==> src/vlan_table_regs.svh <==
`ifndef VLAN_TABLE_REGS_SVH
`define VLAN_TABLE_REGS_SVH
// Register indices; byte address is four times the index
`define IDX_AGING_CFG   14'h1809
`define IDX_CMD         14'h180b
`define IDX_WR_DATA     14'h180c
`define IDX_CMD_STS     14'h180d
`define IDX_RD_DATA     14'h180e
`define IDX_ADMIT_NM    14'h1810
`define IDX_EGR_TYPE    14'h1811
// Field positions
`define AGING_TEST_BIT  0
`define STS_PENDING_BIT 0
`define CMD_DIR_BIT     5
`define CMD_SEL_BIT     4
`define CMD_IDX_MSB     3
`define CMD_W           6
`define DATA_W          18
`define PORT_CFG_W      15
`define VID_MSB         11
`define PRI_LSB         12
`define PRI_MSB         14
`define MEMBER_BASE     13
`define UNTAG_BASE      12
// Reset values
`define CMD_RST         6'h00
`define DATA_RST        18'h00000
`define PORT_MASK_RST   3'h0
// Timing
`define CLK_KHZ         50000
`define AGE_NORMAL_MS   300000
`define AGE_TEST_MS     50
`endif

==> src/vlan_table_pkg.sv <==
package vlan_table_pkg;
    typedef logic [11:0] vid_t;
    typedef logic [2:0]  pri_t;
    typedef logic [2:0]  port_mask_t;
    typedef logic [17:0] entry_t;
    typedef logic [14:0] port_cfg_t;
    typedef enum logic [1:0] {
        ST_IDLE    = 2'b00,
        ST_ACCESS  = 2'b01,
        ST_CAPTURE = 2'b10
    } access_st_t;
endpackage

==> src/table_if.sv <==
interface table_if;
    import vlan_table_pkg::*;
    logic      wr_stb;
    logic      rd_stb;
    logic      sel_port;
    logic [3:0] index;
    entry_t    wdata;
    entry_t    rdata;
    entry_t    entry [16];
    port_cfg_t pcfg [3];
    modport engine (output wr_stb, rd_stb, sel_port, index, wdata,
                    input rdata, entry, pcfg);
    modport store  (input wr_stb, rd_stb, sel_port, index, wdata,
                    output rdata, entry, pcfg);
endinterface

==> src/vlan_table_store.sv <==
`include "vlan_table_regs.svh"
module vlan_table_store #(
    parameter int NUM_VLANS = 16,
    parameter int NUM_PORTS = 3
) (
    input  wire logic clk,
    input  wire logic srst,
    table_if.store    t
);
    import vlan_table_pkg::*;

    entry_t    entry_ff [NUM_VLANS];
    port_cfg_t pcfg_ff [NUM_PORTS];
    entry_t    rdata_ff;
    entry_t    rd_mux;

    genvar g;
    generate
        for (g = 0; g < NUM_VLANS; g++) begin : g_vlan
            always_ff @(posedge clk) begin
                if (srst) begin
                    entry_ff[g] <= `DATA_RST;
                end else if (t.wr_stb && !t.sel_port && t.index == 4'(g)) begin
                    entry_ff[g] <= t.wdata;
                end
            end
            assign t.entry[g] = entry_ff[g];
        end
        for (g = 0; g < NUM_PORTS; g++) begin : g_port
            always_ff @(posedge clk) begin
                if (srst) begin
                    pcfg_ff[g] <= `PORT_CFG_W'(0);
                end else if (t.wr_stb && t.sel_port && t.index == 4'(g)) begin
                    // Reserved data bits are not kept
                    pcfg_ff[g] <= t.wdata[`PORT_CFG_W-1:0];
                end
            end
            assign t.pcfg[g] = pcfg_ff[g];
        end
    endgenerate

    // Port indices past the last port read as zero
    assign rd_mux = !t.sel_port ? entry_ff[t.index] :
                    (t.index < 4'(NUM_PORTS)) ? {3'h0, pcfg_ff[t.index[1:0]]} : `DATA_RST;

    always_ff @(posedge clk) begin
        if (srst) begin
            rdata_ff <= `DATA_RST;
        end else if (t.rd_stb) begin
            rdata_ff <= rd_mux;
        end
    end
    assign t.rdata = rdata_ff;
endmodule

==> src/vlan_table_access.sv <==
// What this block does
// - Aging test bit shortens aging period from five minutes to 50 ms.
// - Every command register write with byte lane 0 enabled launches exactly one table access.
// - Command bit 5 picks direction: one reads, zero writes.
// - Command bit 4 picks port default table, else VLAN table.
// - Command bits 3:0 give entry index, VLAN 0-15 or port 0-2.
// - Port entry: bits 11:0 default VID, bits 14:12 default priority.
// - Untagged or null-VID frames take their port's default VID and priority.
// - Entry bit 17 makes port 2 a member: admitted, in egress domain.
// - Non-member port 2 filtered unless admit-non-member set; not in domain.
// - Entry bit 16 strips tags of port 2 frames on hybrid egress ports.
// - Entry bit 15 is port 1 membership, behaving like port 2.
// - Bit 14 port 1 untag, bit 13 host member, bit 12 host untag.
// - Entry bits 11:0 are the VID matched against frames.
`include "vlan_table_regs.svh"
module vlan_table_access #(
    parameter logic [39:0] AGE_NORMAL_CYC = 40'(`AGE_NORMAL_MS) * 40'(`CLK_KHZ),
    parameter logic [39:0] AGE_TEST_CYC   = 40'(`AGE_TEST_MS) * 40'(`CLK_KHZ)
) (
    input  wire logic                      clk,
    input  wire logic                      srst,
    input  wire logic                      wb_cyc_i,
    input  wire logic                      wb_stb_i,
    input  wire logic                      wb_we_i,
    input  wire logic [15:0]               wb_adr_i,
    input  wire logic [3:0]                wb_sel_i,
    input  wire logic [31:0]               wb_dat_i,
    output      logic [31:0]               wb_dat_o,
    output      logic                      wb_ack_o,
    output      logic                      aging_tick,
    input  wire logic                      lk_valid,
    input  wire logic [1:0]                lk_port,
    input  wire logic                      lk_tagged,
    input  wire vlan_table_pkg::vid_t      lk_vid,
    input  wire vlan_table_pkg::pri_t      lk_pri,
    output      logic                      res_valid,
    output      logic                      res_hit,
    output      logic                      res_admit,
    output      vlan_table_pkg::vid_t      res_vid,
    output      vlan_table_pkg::pri_t      res_pri,
    output      vlan_table_pkg::port_mask_t res_egress_mask,
    output      vlan_table_pkg::port_mask_t res_strip_mask
);
    import vlan_table_pkg::*;

    table_if t ();

    vlan_table_store u_store (
        .clk  (clk),
        .srst (srst),
        .t    (t)
    );

    // Bus decode
    logic                  ack_ff;
    logic [31:0]           dat_o_ff;
    logic                  aging_ff;
    logic [`CMD_W-1:0]     cmd_ff;
    entry_t                wr_data_ff;
    entry_t                rd_data_ff;
    port_mask_t            admit_ff;
    port_mask_t            egr_type_ff;
    logic                  pending_ff;
    access_st_t            state_ff;
    access_st_t            nxt_state;
    logic [39:0]           age_cnt_ff;
    logic                  tick_ff;

    wire logic [13:0] idx       = wb_adr_i[15:2];
    wire logic        req       = wb_cyc_i && wb_stb_i;
    wire logic        is_aging  = idx == `IDX_AGING_CFG;
    wire logic        is_cmd    = idx == `IDX_CMD;
    wire logic        is_wdata  = idx == `IDX_WR_DATA;
    wire logic        is_sts    = idx == `IDX_CMD_STS;
    wire logic        is_rdata  = idx == `IDX_RD_DATA;
    wire logic        is_admit  = idx == `IDX_ADMIT_NM;
    wire logic        is_egr    = idx == `IDX_EGR_TYPE;
    // A command write is held off, not dropped, while an access runs
    wire logic        stall     = wb_we_i && is_cmd && state_ff != ST_IDLE;
    wire logic        start     = req && !ack_ff && !stall;
    wire logic        wr_fire   = req && wb_we_i && ack_ff;
    wire logic [31:0] wmask     = {{8{wb_sel_i[3]}}, {8{wb_sel_i[2]}},
                                   {8{wb_sel_i[1]}}, {8{wb_sel_i[0]}}};
    wire logic        lane0     = wb_sel_i[0];
    wire logic        launch    = wr_fire && is_cmd && lane0;
    wire entry_t      nxt_wr_data = (wr_data_ff & ~wmask[`DATA_W-1:0]) |
                                    (wb_dat_i[`DATA_W-1:0] & wmask[`DATA_W-1:0]);

    // Unmapped indices read as zero and ignore writes
    wire logic [31:0] rd_mux =
        is_aging ? {31'h0, aging_ff} :
        is_cmd   ? {26'h0, cmd_ff} :
        is_wdata ? {14'h0, wr_data_ff} :
        is_sts   ? {31'h0, pending_ff} :
        is_rdata ? {14'h0, rd_data_ff} :
        is_admit ? {29'h0, admit_ff} :
        is_egr   ? {29'h0, egr_type_ff} : 32'h0;

    always_ff @(posedge clk) begin
        if (srst) begin
            ack_ff   <= 1'b0;
            dat_o_ff <= 32'h0;
        end else begin
            ack_ff <= start;
            if (start && !wb_we_i) begin
                dat_o_ff <= rd_mux;
            end
        end
    end
    assign wb_ack_o = ack_ff;
    assign wb_dat_o = dat_o_ff;

    always_ff @(posedge clk) begin
        if (srst) begin
            aging_ff    <= 1'b0;
            cmd_ff      <= `CMD_RST;
            wr_data_ff  <= `DATA_RST;
            admit_ff    <= `PORT_MASK_RST;
            egr_type_ff <= `PORT_MASK_RST;
        end else if (wr_fire && lane0) begin
            if (is_aging) aging_ff    <= wb_dat_i[`AGING_TEST_BIT];
            if (is_cmd)   cmd_ff      <= wb_dat_i[`CMD_W-1:0];
            if (is_admit) admit_ff    <= wb_dat_i[2:0];
            if (is_egr)   egr_type_ff <= wb_dat_i[2:0];
            if (is_wdata) wr_data_ff  <= nxt_wr_data;
        end else if (wr_fire && is_wdata) begin
            wr_data_ff <= nxt_wr_data;
        end
    end

    // Access engine
    always_comb begin
        nxt_state = state_ff;
        unique case (state_ff)
            ST_IDLE:    if (launch) nxt_state = ST_ACCESS;
            ST_ACCESS:  nxt_state = ST_CAPTURE;
            ST_CAPTURE: nxt_state = ST_IDLE;
            default:    nxt_state = ST_IDLE;
        endcase
    end

    always_ff @(posedge clk) begin
        if (srst) begin
            state_ff   <= ST_IDLE;
            pending_ff <= 1'b0;
            rd_data_ff <= `DATA_RST;
        end else begin
            state_ff <= nxt_state;
            if (launch) begin
                pending_ff <= 1'b1;
            end else if (state_ff == ST_CAPTURE) begin
                pending_ff <= 1'b0;
            end
            if (state_ff == ST_CAPTURE && cmd_ff[`CMD_DIR_BIT]) begin
                rd_data_ff <= t.rdata;
            end
        end
    end

    assign t.rd_stb   = state_ff == ST_ACCESS && cmd_ff[`CMD_DIR_BIT];
    assign t.wr_stb   = state_ff == ST_ACCESS && !cmd_ff[`CMD_DIR_BIT];
    assign t.sel_port = cmd_ff[`CMD_SEL_BIT];
    assign t.index    = cmd_ff[`CMD_IDX_MSB:0];
    assign t.wdata    = wr_data_ff;

    wire logic [39:0] age_limit = aging_ff ? AGE_TEST_CYC : AGE_NORMAL_CYC;
    wire logic        age_wrap  = age_cnt_ff >= age_limit - 40'h1;

    always_ff @(posedge clk) begin
        if (srst) begin
            age_cnt_ff <= 40'h0;
            tick_ff    <= 1'b0;
        end else begin
            age_cnt_ff <= age_wrap ? 40'h0 : age_cnt_ff + 40'h1;
            tick_ff    <= age_wrap;
        end
    end
    assign aging_tick = tick_ff;

    // Lookup path
    wire logic      port_ok  = lk_port != 2'd3;
    wire port_cfg_t def_cfg  = port_ok ? t.pcfg[lk_port] : `PORT_CFG_W'(0);
    wire logic      use_def  = !lk_tagged || lk_vid == 12'h000;
    wire vid_t      eff_vid  = use_def ? def_cfg[`VID_MSB:0] : lk_vid;
    wire pri_t      eff_pri  = use_def ? def_cfg[`PRI_MSB:`PRI_LSB] : lk_pri;

    logic [15:0] match;
    entry_t      acc [17];
    assign acc[0] = `DATA_RST;
    genvar g;
    generate
        for (g = 0; g < 16; g++) begin : g_match
            assign match[g]  = t.entry[g][`VID_MSB:0] == eff_vid && eff_vid != 12'h000;
            assign acc[g+1] = acc[g] | ({`DATA_W{match[g]}} & t.entry[g]);
        end
    endgenerate
    wire entry_t hit_ent = acc[16];
    wire logic   hit     = |match;

    wire port_mask_t members = {hit_ent[`MEMBER_BASE+4], hit_ent[`MEMBER_BASE+2],
                                hit_ent[`MEMBER_BASE]};
    wire port_mask_t untags  = {hit_ent[`UNTAG_BASE+4], hit_ent[`UNTAG_BASE+2],
                                hit_ent[`UNTAG_BASE]};
    wire logic member_in = port_ok && members[lk_port];
    wire logic admit_nm  = port_ok && admit_ff[lk_port];
    wire logic untag_in  = port_ok && untags[lk_port];
    wire logic admit     = hit && (member_in || admit_nm);

    always_ff @(posedge clk) begin
        if (srst) begin
            res_valid       <= 1'b0;
            res_hit         <= 1'b0;
            res_admit       <= 1'b0;
            res_vid         <= 12'h000;
            res_pri         <= 3'h0;
            res_egress_mask <= `PORT_MASK_RST;
            res_strip_mask  <= `PORT_MASK_RST;
        end else begin
            res_valid <= lk_valid;
            if (lk_valid) begin
                res_hit         <= hit;
                res_admit       <= admit;
                res_vid         <= eff_vid;
                res_pri         <= eff_pri;
                res_egress_mask <= members & {3{hit}};
                res_strip_mask  <= egr_type_ff & {3{hit && untag_in}};
            end
        end
    end
endmodule

==> config.mk <==
export PLATFORM = sky130hd
export DESIGN_NAME = vlan_table_access
export DESIGN_NICKNAME = d
export VERILOG_FILES = /design/src/vlan_table_pkg.sv /design/src/table_if.sv /design/src/vlan_table_store.sv /design/src/vlan_table_access.sv
export VERILOG_INCLUDE_DIRS = /design/src
export SDC_FILE = /design/constraint.sdc
export NUM_CORES = 1
export LEC_CHECK = 0
export BUFFER_PORTS_ARGS = -buffer_cell sky130_fd_sc_hd__buf_2
export CORE_ASPECT_RATIO = 1.2
export CORE_MARGIN = 2
export CORE_UTILIZATION = 56
export DETAILED_ROUTE_END_ITERATION = 7
export GPL_TIMING_DRIVEN = 0
export PLACE_DENSITY = 0.77
export SYNTH_ARGS = -nofsm -noshare
export SYNTH_HDL_FRONTEND = slang
export SYNTH_SLANG_ARGS = --single-unit
==> constraint.sdc <==
create_clock -name clk -period 3.6 [get_ports clk]
set_input_delay 0.54 -clock clk [delete_from_list [all_inputs] [get_ports clk]]
set_output_delay 0.54 -clock clk [all_outputs]
set_load 0.02 [all_outputs]
==> PnR_summary.wiki, run 1 <==
{| class="wikitable"
! Metric !! Value
|-
| Pwr dens || 404 mW/mm2
|-
| Static Leak || 0.0120 uW
|-
| Setup skew after layout || 34.7 ps
|-
| Part of the total power dissipated in sequential elements || 0.474
|-
| Hold Path Stages || 3
|-
| Total global routing track utilization || 0.479
|-
| Library cells used by synthesis || 89
|-
| Post-Syn Area per Cell || 10.9 um2
|-
| Reg2Reg Launch Point || u_store.pcfg_ff[0][10]$_SDFFCE_PN0P_
|-
| Final routed wire length divided by cell count || 35.4 um
|-
| Clock Path Buffers || 3
|-
| Clock tree root driver cell || sky130_fd_sc_hd__clkbuf_16
|-
| CTS HTree Levels || 2
|-
| IO Count || 134
|-
| Antenna violations before repair || 4
|-
| Register-to-Register Path Depth || 15
|-
| Via count of the first global-routing pass || 24100
|-
| Buffers on Ports || 94
|-
| Area growth from synthesis to layout || 21.7%
|-
| TritonCTS clock tree || yes
|-
| Height of the die || 248 um
|-
| Global routing met3 resource utilization || 0.141
|-
| Required time at the endpoint of the critical path || 4130 ps
|-
| Avg Vias per Cell || 7.03
|-
| Setup repair after global routing missed its margin || true
|-
| Worst min-delay path category || in -> reg
|-
| Post-DRT Antenna Nets || 0
|-
| Global-route wire length before repair || 174 mm
|-
| Setup WS post-layout || -287 ps
|-
| Endpoints failing hold || 0
|-
| Combinational share of power || 0.141
|-
| Crit path kind || in -> reg
|-
| Number of synthesized register bits || 491
|-
| Fraction of registers with async set or reset after synthesis || 0
|-
| Worst voltage drop across the vdd grid || 0.413 mV
|-
| Cells after Synth || 2551
|-
| GR peak layer || met2
|-
| Max-cap violations || 0
|-
| GR met1 Demand/Resource || 0.544
|-
| Clock buffer count from CTS || 48
|-
| Max Slew Vio Count || 0
|-
| Pre-CTS setup slack || -2590 ps
|-
| Gp weighted congestion || 1.16
|-
| Core area || 0.0491 mm2
|-
| Row count || 89
|-
| Max frequency || 257 MHz
|-
| Most used standard cell by instance count after synthesis || sky130_fd_sc_hd__and2_1
|-
| Sink Count || 491
|-
| Total internal power || 9850 uW
|-
| Final setup TNS || -1210 ps
|-
| End of the worst register-to-register path || res_strip_mask[0]$_SDFFE_PP0P_
|-
| Post-CTS Hold Buffers || 0
|-
| Worst slew margin relative to its limit || 0.123
|-
| Violations in the final reports || negative setup slack
|-
| Switching power summed over all nets || 3830 uW
|-
| Arrival time reported for the critical path endpoint || 4420 ps
|-
| Residual overflow from global routing || 0
|-
| Startpoint of the lowest-slack hold path || wb_dat_i[15]
|-
| CTS clk-pin slew, worst paths || 70 ps
|-
| Number of warnings reported in the yosys synthesis log || 0
|-
| Via count of the routed design || 24800
|-
| Tightest Pin Transition || 1310 ps
|-
| Startpoint Class || input pin
|-
| Clock latency of the later-clocked register in the worst-skew pair || 600 ps
|-
| Die footprint || 0.0515 mm2
|-
| Total Wirelength || 125 mm
|-
| Result of the run || finished with violations
|-
| Switching power as a share of total power || 0.280
|-
| CP Max Fanout || 5
|-
| Synth Flop Type || sky130_fd_sc_hd__edfxtp_1
|-
| Global routing met2 resource utilization || 0.732
|-
| Most common library cells after synthesis || sky130_fd_sc_hd__and2_1 (350), sky130_fd_sc_hd__edfxtp_1 (333), sky130_fd_sc_hd__nor2_1 (197), sky130_fd_sc_hd__xor2_1 (168), sky130_fd_sc_hd__dfxtp_1 (158)
|-
| Starting Density || 0.567
|-
| Iteration-0 DRC Markers || 3639
|-
| Number of flops mapped to enable cells by yosys || 333
|-
| Maximum number of pins on one net before global-route repair || 19
|-
| Estimated wirelength of the detail-placed design || 92.3 mm
|-
| Final layout net count || 2945
|-
| Sequential cell area fraction in the yosys report || 0.473
|-
| Internal reg-to-reg setup slack || -280 ps
|-
| Layout cells sized above 1 || 0.230
|-
| Period utilisation layout || 1.08
|-
| Number of design rule violations left after detail routing || 0
|-
| Share of the synthesized area in the top cell type || 0.359
|-
| Clock share of power || 0.385
|-
| Horizontal die dimension || 207 um
|-
| Ranking of synthesized cells by area || sky130_fd_sc_hd__edfxtp_1 (36%), sky130_fd_sc_hd__dfxtp_1 (11%), sky130_fd_sc_hd__and2_1 (7.9%), sky130_fd_sc_hd__mux4_2 (7.3%), sky130_fd_sc_hd__xor2_1 (5.3%)
|-
| First-pass detailed-route iteration total || 7
|-
| Final Critical Period || 3890 ps
|-
| Most area-hungry cell type in the Yosys netlist || sky130_fd_sc_hd__edfxtp_1
|-
| Final setup violation count || 8
|-
| Critical Path End Type || flip-flop
|-
| Post-synthesis instance area || 0.0278 mm2
|}
repair_timing:
| item | 4_1_cts | 5_1_grt |
|---|---|---|
| endpoints found under the hold margin | 0 | 0 |
| buffers inserted | 101 | 23 |
| resized for setup | 232 | 66 |
| pin swaps | 55 | 39 |
| cloned | 3 | 1 |
| setup endpoints to repair | 26 | 67 |
sequential cells by signal, indices dropped and copies added (netlist names), named ones only:
| name | cells |
|---|---|
| admit_ff | 3 |
| age_cnt_ff | 40 |
| aging_ff | 1 |
| aging_tick | 1 |
| cmd_ff | 6 |
| egr_type_ff | 3 |
| pending_ff | 1 |
| rd_data_ff | 18 |
| res_admit | 1 |
| res_egress_mask | 3 |
| res_hit | 1 |
| res_pri | 3 |
| res_strip_mask | 3 |
| res_valid | 1 |
| res_vid | 12 |
| state_ff | 2 |
| u_store.entry_ff | 288 |
| u_store.pcfg_ff | 45 |
| u_store.t.rdata | 18 |
| wb_ack_o | 1 |
| wb_dat_o | 18 |
worst max-delay path, cell delays in order:
cell                       delay (ps)
sky130_fd_sc_hd__buf_6            140
sky130_fd_sc_hd__nor4_4           470
sky130_fd_sc_hd__a31o_4           260
sky130_fd_sc_hd__buf_12           120
sky130_fd_sc_hd__buf_16           130
sky130_fd_sc_hd__mux2i_4          360
sky130_fd_sc_hd__buf_8            210
sky130_fd_sc_hd__buf_6            160
sky130_fd_sc_hd__xor2_1           190
sky130_fd_sc_hd__nand4_1          170
sky130_fd_sc_hd__nor4_4           640
sky130_fd_sc_hd__a222oi_1         190
sky130_fd_sc_hd__nand3_1          170
sky130_fd_sc_hd__nor3_2            70
sky130_fd_sc_hd__a211oi_4         400
sky130_fd_sc_hd__a21o_1           180
cells in the final DEF, fill, tap and decap left out, types with 90 or more instances in the layout:
master and n:
sky130_fd_sc_hd__and2_1 350, sky130_fd_sc_hd__edfxtp_1 333, sky130_fd_sc_hd__nor2_1 196, sky130_fd_sc_hd__dfxtp_1 157
sky130_fd_sc_hd__xor2_1 151, sky130_fd_sc_hd__nand2_1 144, sky130_fd_sc_hd__buf_4 117, sky130_fd_sc_hd__clkbuf_1 115
sky130_fd_sc_hd__buf_2 101, sky130_fd_sc_hd__nand4_1 91, sky130_fd_sc_hd__mux4_2 90
metal layers:
layer | wire length [um] | part of all wire | vias to the layer above
li1 | - | - | 10100
met1 | 40300 | 0.32 | 12000
met2 | 54900 | 0.44 | 2107
met3 | 15800 | 0.13 | 617
met4 | 13800 | 0.11 | 2
met5 | 7 | 0.000056 | -
stage by stage:
step	hold WS, ps	power [uW]	std cells	instance area [um2]	utilization
after floorplan	430	7360	2569	27900	-
after global placement	439	8030	3300	29200	0.595
after detailed placement	447	8080	3316	29600	0.603
after CTS	182	13500	3508	33500	0.681
after global routing	200	13900	3527	33800	0.689
final	180	13700	3529	33900	0.689
final cells by class:
| class | instances | area [um2] |
|---|---|---|
| Fill cell | 3578 | 15300 |
| Multi-Input combinational cell | 1868 | 15100 |
| Sequential cell | 491 | 13200 |
| Timing Repair Buffer | 232 | 1860 |
| Clock buffer | 58 | 1350 |
| Buffer | 195 | 1210 |
| Tap cell | 637 | 797 |
| Clock inverter | 32 | 283 |
| Inverter | 13 | 48.8 |
| Antenna cell | 3 | 7.51 |
how the worst max path moves through the flow:
| stage | from | end | slack (ps) | cells past startpoint |
|---|---|---|---|---|
| 2_1_floorplan | lk_vid[9] | res_admit$_SDFFE_PP0P_ | 2 | 15 |
| 3_3_place_gp | lk_vid[9] | res_strip_mask[0]$_SDFFE_PP0P_ | -3000 | 13 |
| 3_5_place_dp | lk_port[1] | res_strip_mask[0]$_SDFFE_PP0P_ | -2590 | 15 |
| 4_1_cts | u_store.pcfg_ff[0][10]$_SDFFCE_PN0P_ | res_strip_mask[0]$_SDFFE_PP0P_ | -60 | 14 |
| 5_1_grt | u_store.pcfg_ff[0][0]$_SDFFCE_PN0P_ | res_strip_mask[0]$_SDFFE_PP0P_ | -260 | 12 |
| 6_report | lk_vid[9] | res_strip_mask[0]$_SDFFE_PP0P_ | -290 | 16 |
power by group through the flow:
| stage | clock network, uW | registers, uW | logic [uW] |
|---|---|---|---|
| finish | 5270 | 6480 | 1930 |
| global route | 5440 | 6480 | 1960 |
| CTS | 5220 | 6450 | 1780 |
| detailed placement | 0 | 6560 | 1510 |
| global placement | 0 | 6570 | 1470 |
| floorplan | 0 | 6470 | 895 |
kinds of logic (layout without fill, tap and decap cells):
family,Yosys count,in the layout,share of synthesized area
muxes,169,169,0.104
other,1,22,0.000135
DFF,491,491,0.473
buffers and inverters,210,530,0.0361
xor gates and xnor gates,208,208,0.0657
adders and majority gates,20,20,0.00899
AOI/OAI and AO/OA,375,375,0.0992
and+or+nand+nor,1077,1077,0.213
Note: power is estimated with default switching activity, not from simulation.
==> run 2, diff against run 1 <==
Settings changed: SKIP_CTS_REPAIR_TIMING from default to 1.
==> PnR_summary.wiki, run 2 (synthesis results as in run 1) <==
{| class="wikitable"
! Metric !! Value
|-
| Global-route wire length before repair || 166 mm (was 174 mm)
|-
| Period utilisation layout || 1.13 (was 1.08)
|-
| Starting Density || 0.567 (unchanged)
|-
| Final setup TNS || -2630 ps (was -1210 ps)
|-
| Most frequent cells in the layout || sky130_fd_sc_hd__and2_1 (350), sky130_fd_sc_hd__edfxtp_1 (333), sky130_fd_sc_hd__nor2_1 (195), sky130_fd_sc_hd__dfxtp_1 (157), sky130_fd_sc_hd__xor2_1 (156) (was sky130_fd_sc_hd__and2_1 (350), sky130_fd_sc_hd__edfxtp_1 (333), sky130_fd_sc_hd__nor2_1 (196), sky130_fd_sc_hd__dfxtp_1 (157), sky130_fd_sc_hd__xor2_1 (151))
|-
| Maximum number of pins on one net before global-route repair || 19 (unchanged)
|-
| Required time at the endpoint of the critical path || 4130 ps (about the same)
|-
| Most frequent standard cell in the layout excluding fill and tap cells || sky130_fd_sc_hd__and2_1 (unchanged)
|-
| Final hold slack || 184 ps (was 180 ps)
|-
| Die footprint || 0.0515 mm2 (unchanged)
|-
| Endpoints failing hold || 0 (unchanged)
|-
| Static Leak || 0.0118 uW (was 0.0120 uW)
|-
| Final setup violation count || 8 (unchanged)
|-
| Worst voltage drop across the vdd grid || 0.412 mV (was 0.413 mV)
|-
| Pre-CTS setup slack || -2590 ps (unchanged)
|-
| Switching power as a share of total power || 0.278 (was 0.280)
|-
| Arrival time reported for the critical path endpoint || 4620 ps (was 4420 ps)
|-
| Horizontal die dimension || 207 um (unchanged)
|-
| Worst slew margin relative to its limit || 0.0553 (was 0.123)
|-
| Final routed wire length divided by cell count || 34.7 um (was 35.4 um)
|-
| Tightest Pin Transition || 1410 ps (was 1310 ps)
|-
| Via count of the routed design || 24400 (was 24800)
|-
| Violations in the final reports || negative setup slack (unchanged)
|-
| Area growth from synthesis to layout || 20.0% (was 21.7%)
|-
| CP Max Fanout || 10 (was 5)
|-
| Residual overflow from global routing || 0 (unchanged)
|-
| Iteration-0 DRC Markers || 3602 (was 3639)
|-
| Result of the run || finished with violations (unchanged)
|-
| Total Wirelength || 121 mm (was 125 mm)
|-
| Most flops, register || u_store.entry_ff (unchanged)
|-
| Max-cap violations || 0 (unchanged)
|-
| Gp weighted congestion || 1.16 (unchanged)
|-
| Antenna violations before repair || 4 (unchanged)
|-
| CTS clk-pin slew, worst paths || 70 ps (about the same)
|-
| Buffers on Ports || 94 (unchanged)
|-
| Final Critical Period || 4080 ps (was 3890 ps)
|-
| Row count || 89 (unchanged)
|-
| Total global routing track utilization || 0.457 (was 0.479)
|-
| Critical Path End Type || flip-flop (unchanged)
|-
| Leading registers by flop count || u_store.entry_ff (288), u_store.pcfg_ff (45), age_cnt_ff (40) (unchanged)
|-
| Worst min-delay path category || in -> reg (unchanged)
|-
| Max frequency || 245 MHz (was 257 MHz)
|-
| Switching power summed over all nets || 3790 uW (was 3830 uW)
|-
| CTS HTree Levels || 2 (unchanged)
|-
| First-pass detailed-route iteration total || 6 (was 7)
|-
| Pwr dens || 408 mW/mm2 (was 404 mW/mm2)
|-
| Clock share of power || 0.387 (was 0.385)
|-
| Setup WS post-layout || -484 ps (was -287 ps)
|-
| Max Slew Vio Count || 0 (unchanged)
|-
| Setup skew after layout || 30.0 ps (was 34.7 ps)
|-
| Height of the die || 248 um (unchanged)
|-
| Setup repair after global routing missed its margin || true (unchanged)
|-
| Startpoint Class || input pin (unchanged)
|-
| Area used by sequential logic in the layout || 0.0132 mm2 (unchanged)
|-
| Estimated wirelength of the detail-placed design || 92.3 mm (unchanged)
|-
| Core area || 0.0491 mm2 (unchanged)
|-
| Layout cells sized above 1 || 0.217 (was 0.230)
|-
| Via count of the first global-routing pass || 22900 (was 24100)
|-
| Clock tree root driver cell || sky130_fd_sc_hd__clkbuf_16 (unchanged)
|-
| Clock buffer count from CTS || 48 (unchanged)
|-
| Part of the total power dissipated in sequential elements || 0.476 (was 0.474)
|-
| TritonCTS clock tree || yes (unchanged)
|-
| Clock Path Buffers || 3 (unchanged)
|-
| Post-DRT Antenna Nets || 0 (unchanged)
|-
| Crit path kind || in -> reg (unchanged)
|-
| Clock latency of the later-clocked register in the worst-skew pair || 590 ps (was 600 ps)
|-
| Combinational share of power || 0.137 (was 0.141)
|-
| Avg Vias per Cell || 6.97 (was 7.03)
|-
| Total internal power || 9820 uW (was 9850 uW)
|-
| Total of fill cells in the finished design || 3666 (was 3578)
|-
| Number of design rule violations left after detail routing || 0 (unchanged)
|-
| Total power of the final layout || 13600 uW (was 13700 uW)
|-
| Post-route core utilization || 0.680 (was 0.689)
|-
| Final layout net count || 2910 (was 2945)
|-
| Flip-flop count of the largest register, all copies and words added || 288 (unchanged)
|-
| Sink Count || 491 (unchanged)
|-
| Total area of multi-input combinational cells || 0.0151 mm2 (about the same)
|-
| IO Count || 134 (unchanged)
|}
[run 2: changes by cell type in the layout (fill, tap and decap cells not counted), moves of 3 or more]
cell | before | now
sky130_fd_sc_hd__buf_4 | 117 | 97
sky130_fd_sc_hd__buf_6 | 23 | 16
sky130_fd_sc_hd__buf_12 | 22 | 16
sky130_fd_sc_hd__xor2_1 | 151 | 156
sky130_fd_sc_hd__clkbuf_2 | 14 | 18
sky130_fd_sc_hd__o21ai_0 | 28 | 32
sky130_fd_sc_hd__xnor2_1 | 38 | 34
sky130_fd_sc_hd__xor2_2 | 14 | 10
sky130_fd_sc_hd__buf_8 | 16 | 13
sky130_fd_sc_hd__nor3_1 | 38 | 41
[run 2: layer usage]
metal,share of wire,GRT usage,vias up
met1,0.33,0.538,11800
met2,0.44,0.715,2001
met3,0.12,0.113,545
met5,0.000099,0.0140,-
li1,-,-,9994
met4,0.10,0.373,2
[run 2: worst paths after layout]
check                                       startpoint                        endpoint  slack [ps]  cells after the start
hold / removal                            wb_dat_i[15]                       flip-flop         180                      3
setup / recovery                             lk_vid[5]  res_strip_mask[0]$_SDFFE_PP0P_        -480                     16
setup reg to reg  u_store.pcfg_ff[0][10]$_SDFFCE_PN0P_          res_admit$_SDFFE_PP0P_        -420                     14
hold reg to reg            rd_data_ff[10]$_SDFFE_PP0P_     rd_data_ff[10]$_SDFFE_PP0P_         460                      2
[run 2: per-stage QoR]
step,instance area [um2],instances
after floorplan,27900,2569
after global placement,29200,3300
after detailed placement,29600,3316
after CTS,31200,3406
after global routing,33400,3492
final,33400,3496
[run 2: cell type report]
| class | count | share of cell area |
|---|---|---|
| Sequential cell | 491 | 0.394 |
| Timing Repair Buffer | 196 | 0.0449 |
| Inverter | 13 | 0.00146 |
| Buffer | 195 | 0.0347 |
| Clock buffer | 58 | 0.0405 |
| Multi-Input combinational cell | 1869 | 0.451 |
| Tap cell | 637 | 0.0239 |
| Antenna cell | 5 | 0.000375 |
| Clock inverter | 32 | 0.00847 |
[run 2: power groups by stage]
stage	logic, uW	clock network (uW)	registers, uW
after floorplan	895	0	6470
after global placement	1470	0	6570
after detailed placement	1510	0	6560
after CTS	1520	5220	6440
after global routing	1910	5430	6480
final	1870	5260	6480
[run 2: worst max-delay path, cell delays in order]
cell	delay [ps]
sky130_fd_sc_hd__buf_2	210
sky130_fd_sc_hd__nor4_4	460
sky130_fd_sc_hd__a31o_4	300
sky130_fd_sc_hd__clkbuf_16	190
sky130_fd_sc_hd__mux2i_4	320
sky130_fd_sc_hd__buf_6	260
sky130_fd_sc_hd__xor2_1	550
sky130_fd_sc_hd__nand4_1	270
sky130_fd_sc_hd__nor4_4	190
sky130_fd_sc_hd__buf_4	230
sky130_fd_sc_hd__nor4_4	70
sky130_fd_sc_hd__nand4_1	200
sky130_fd_sc_hd__nand3b_1	260
sky130_fd_sc_hd__a211oi_4	280
sky130_fd_sc_hd__buf_6	160
sky130_fd_sc_hd__a21o_1	120
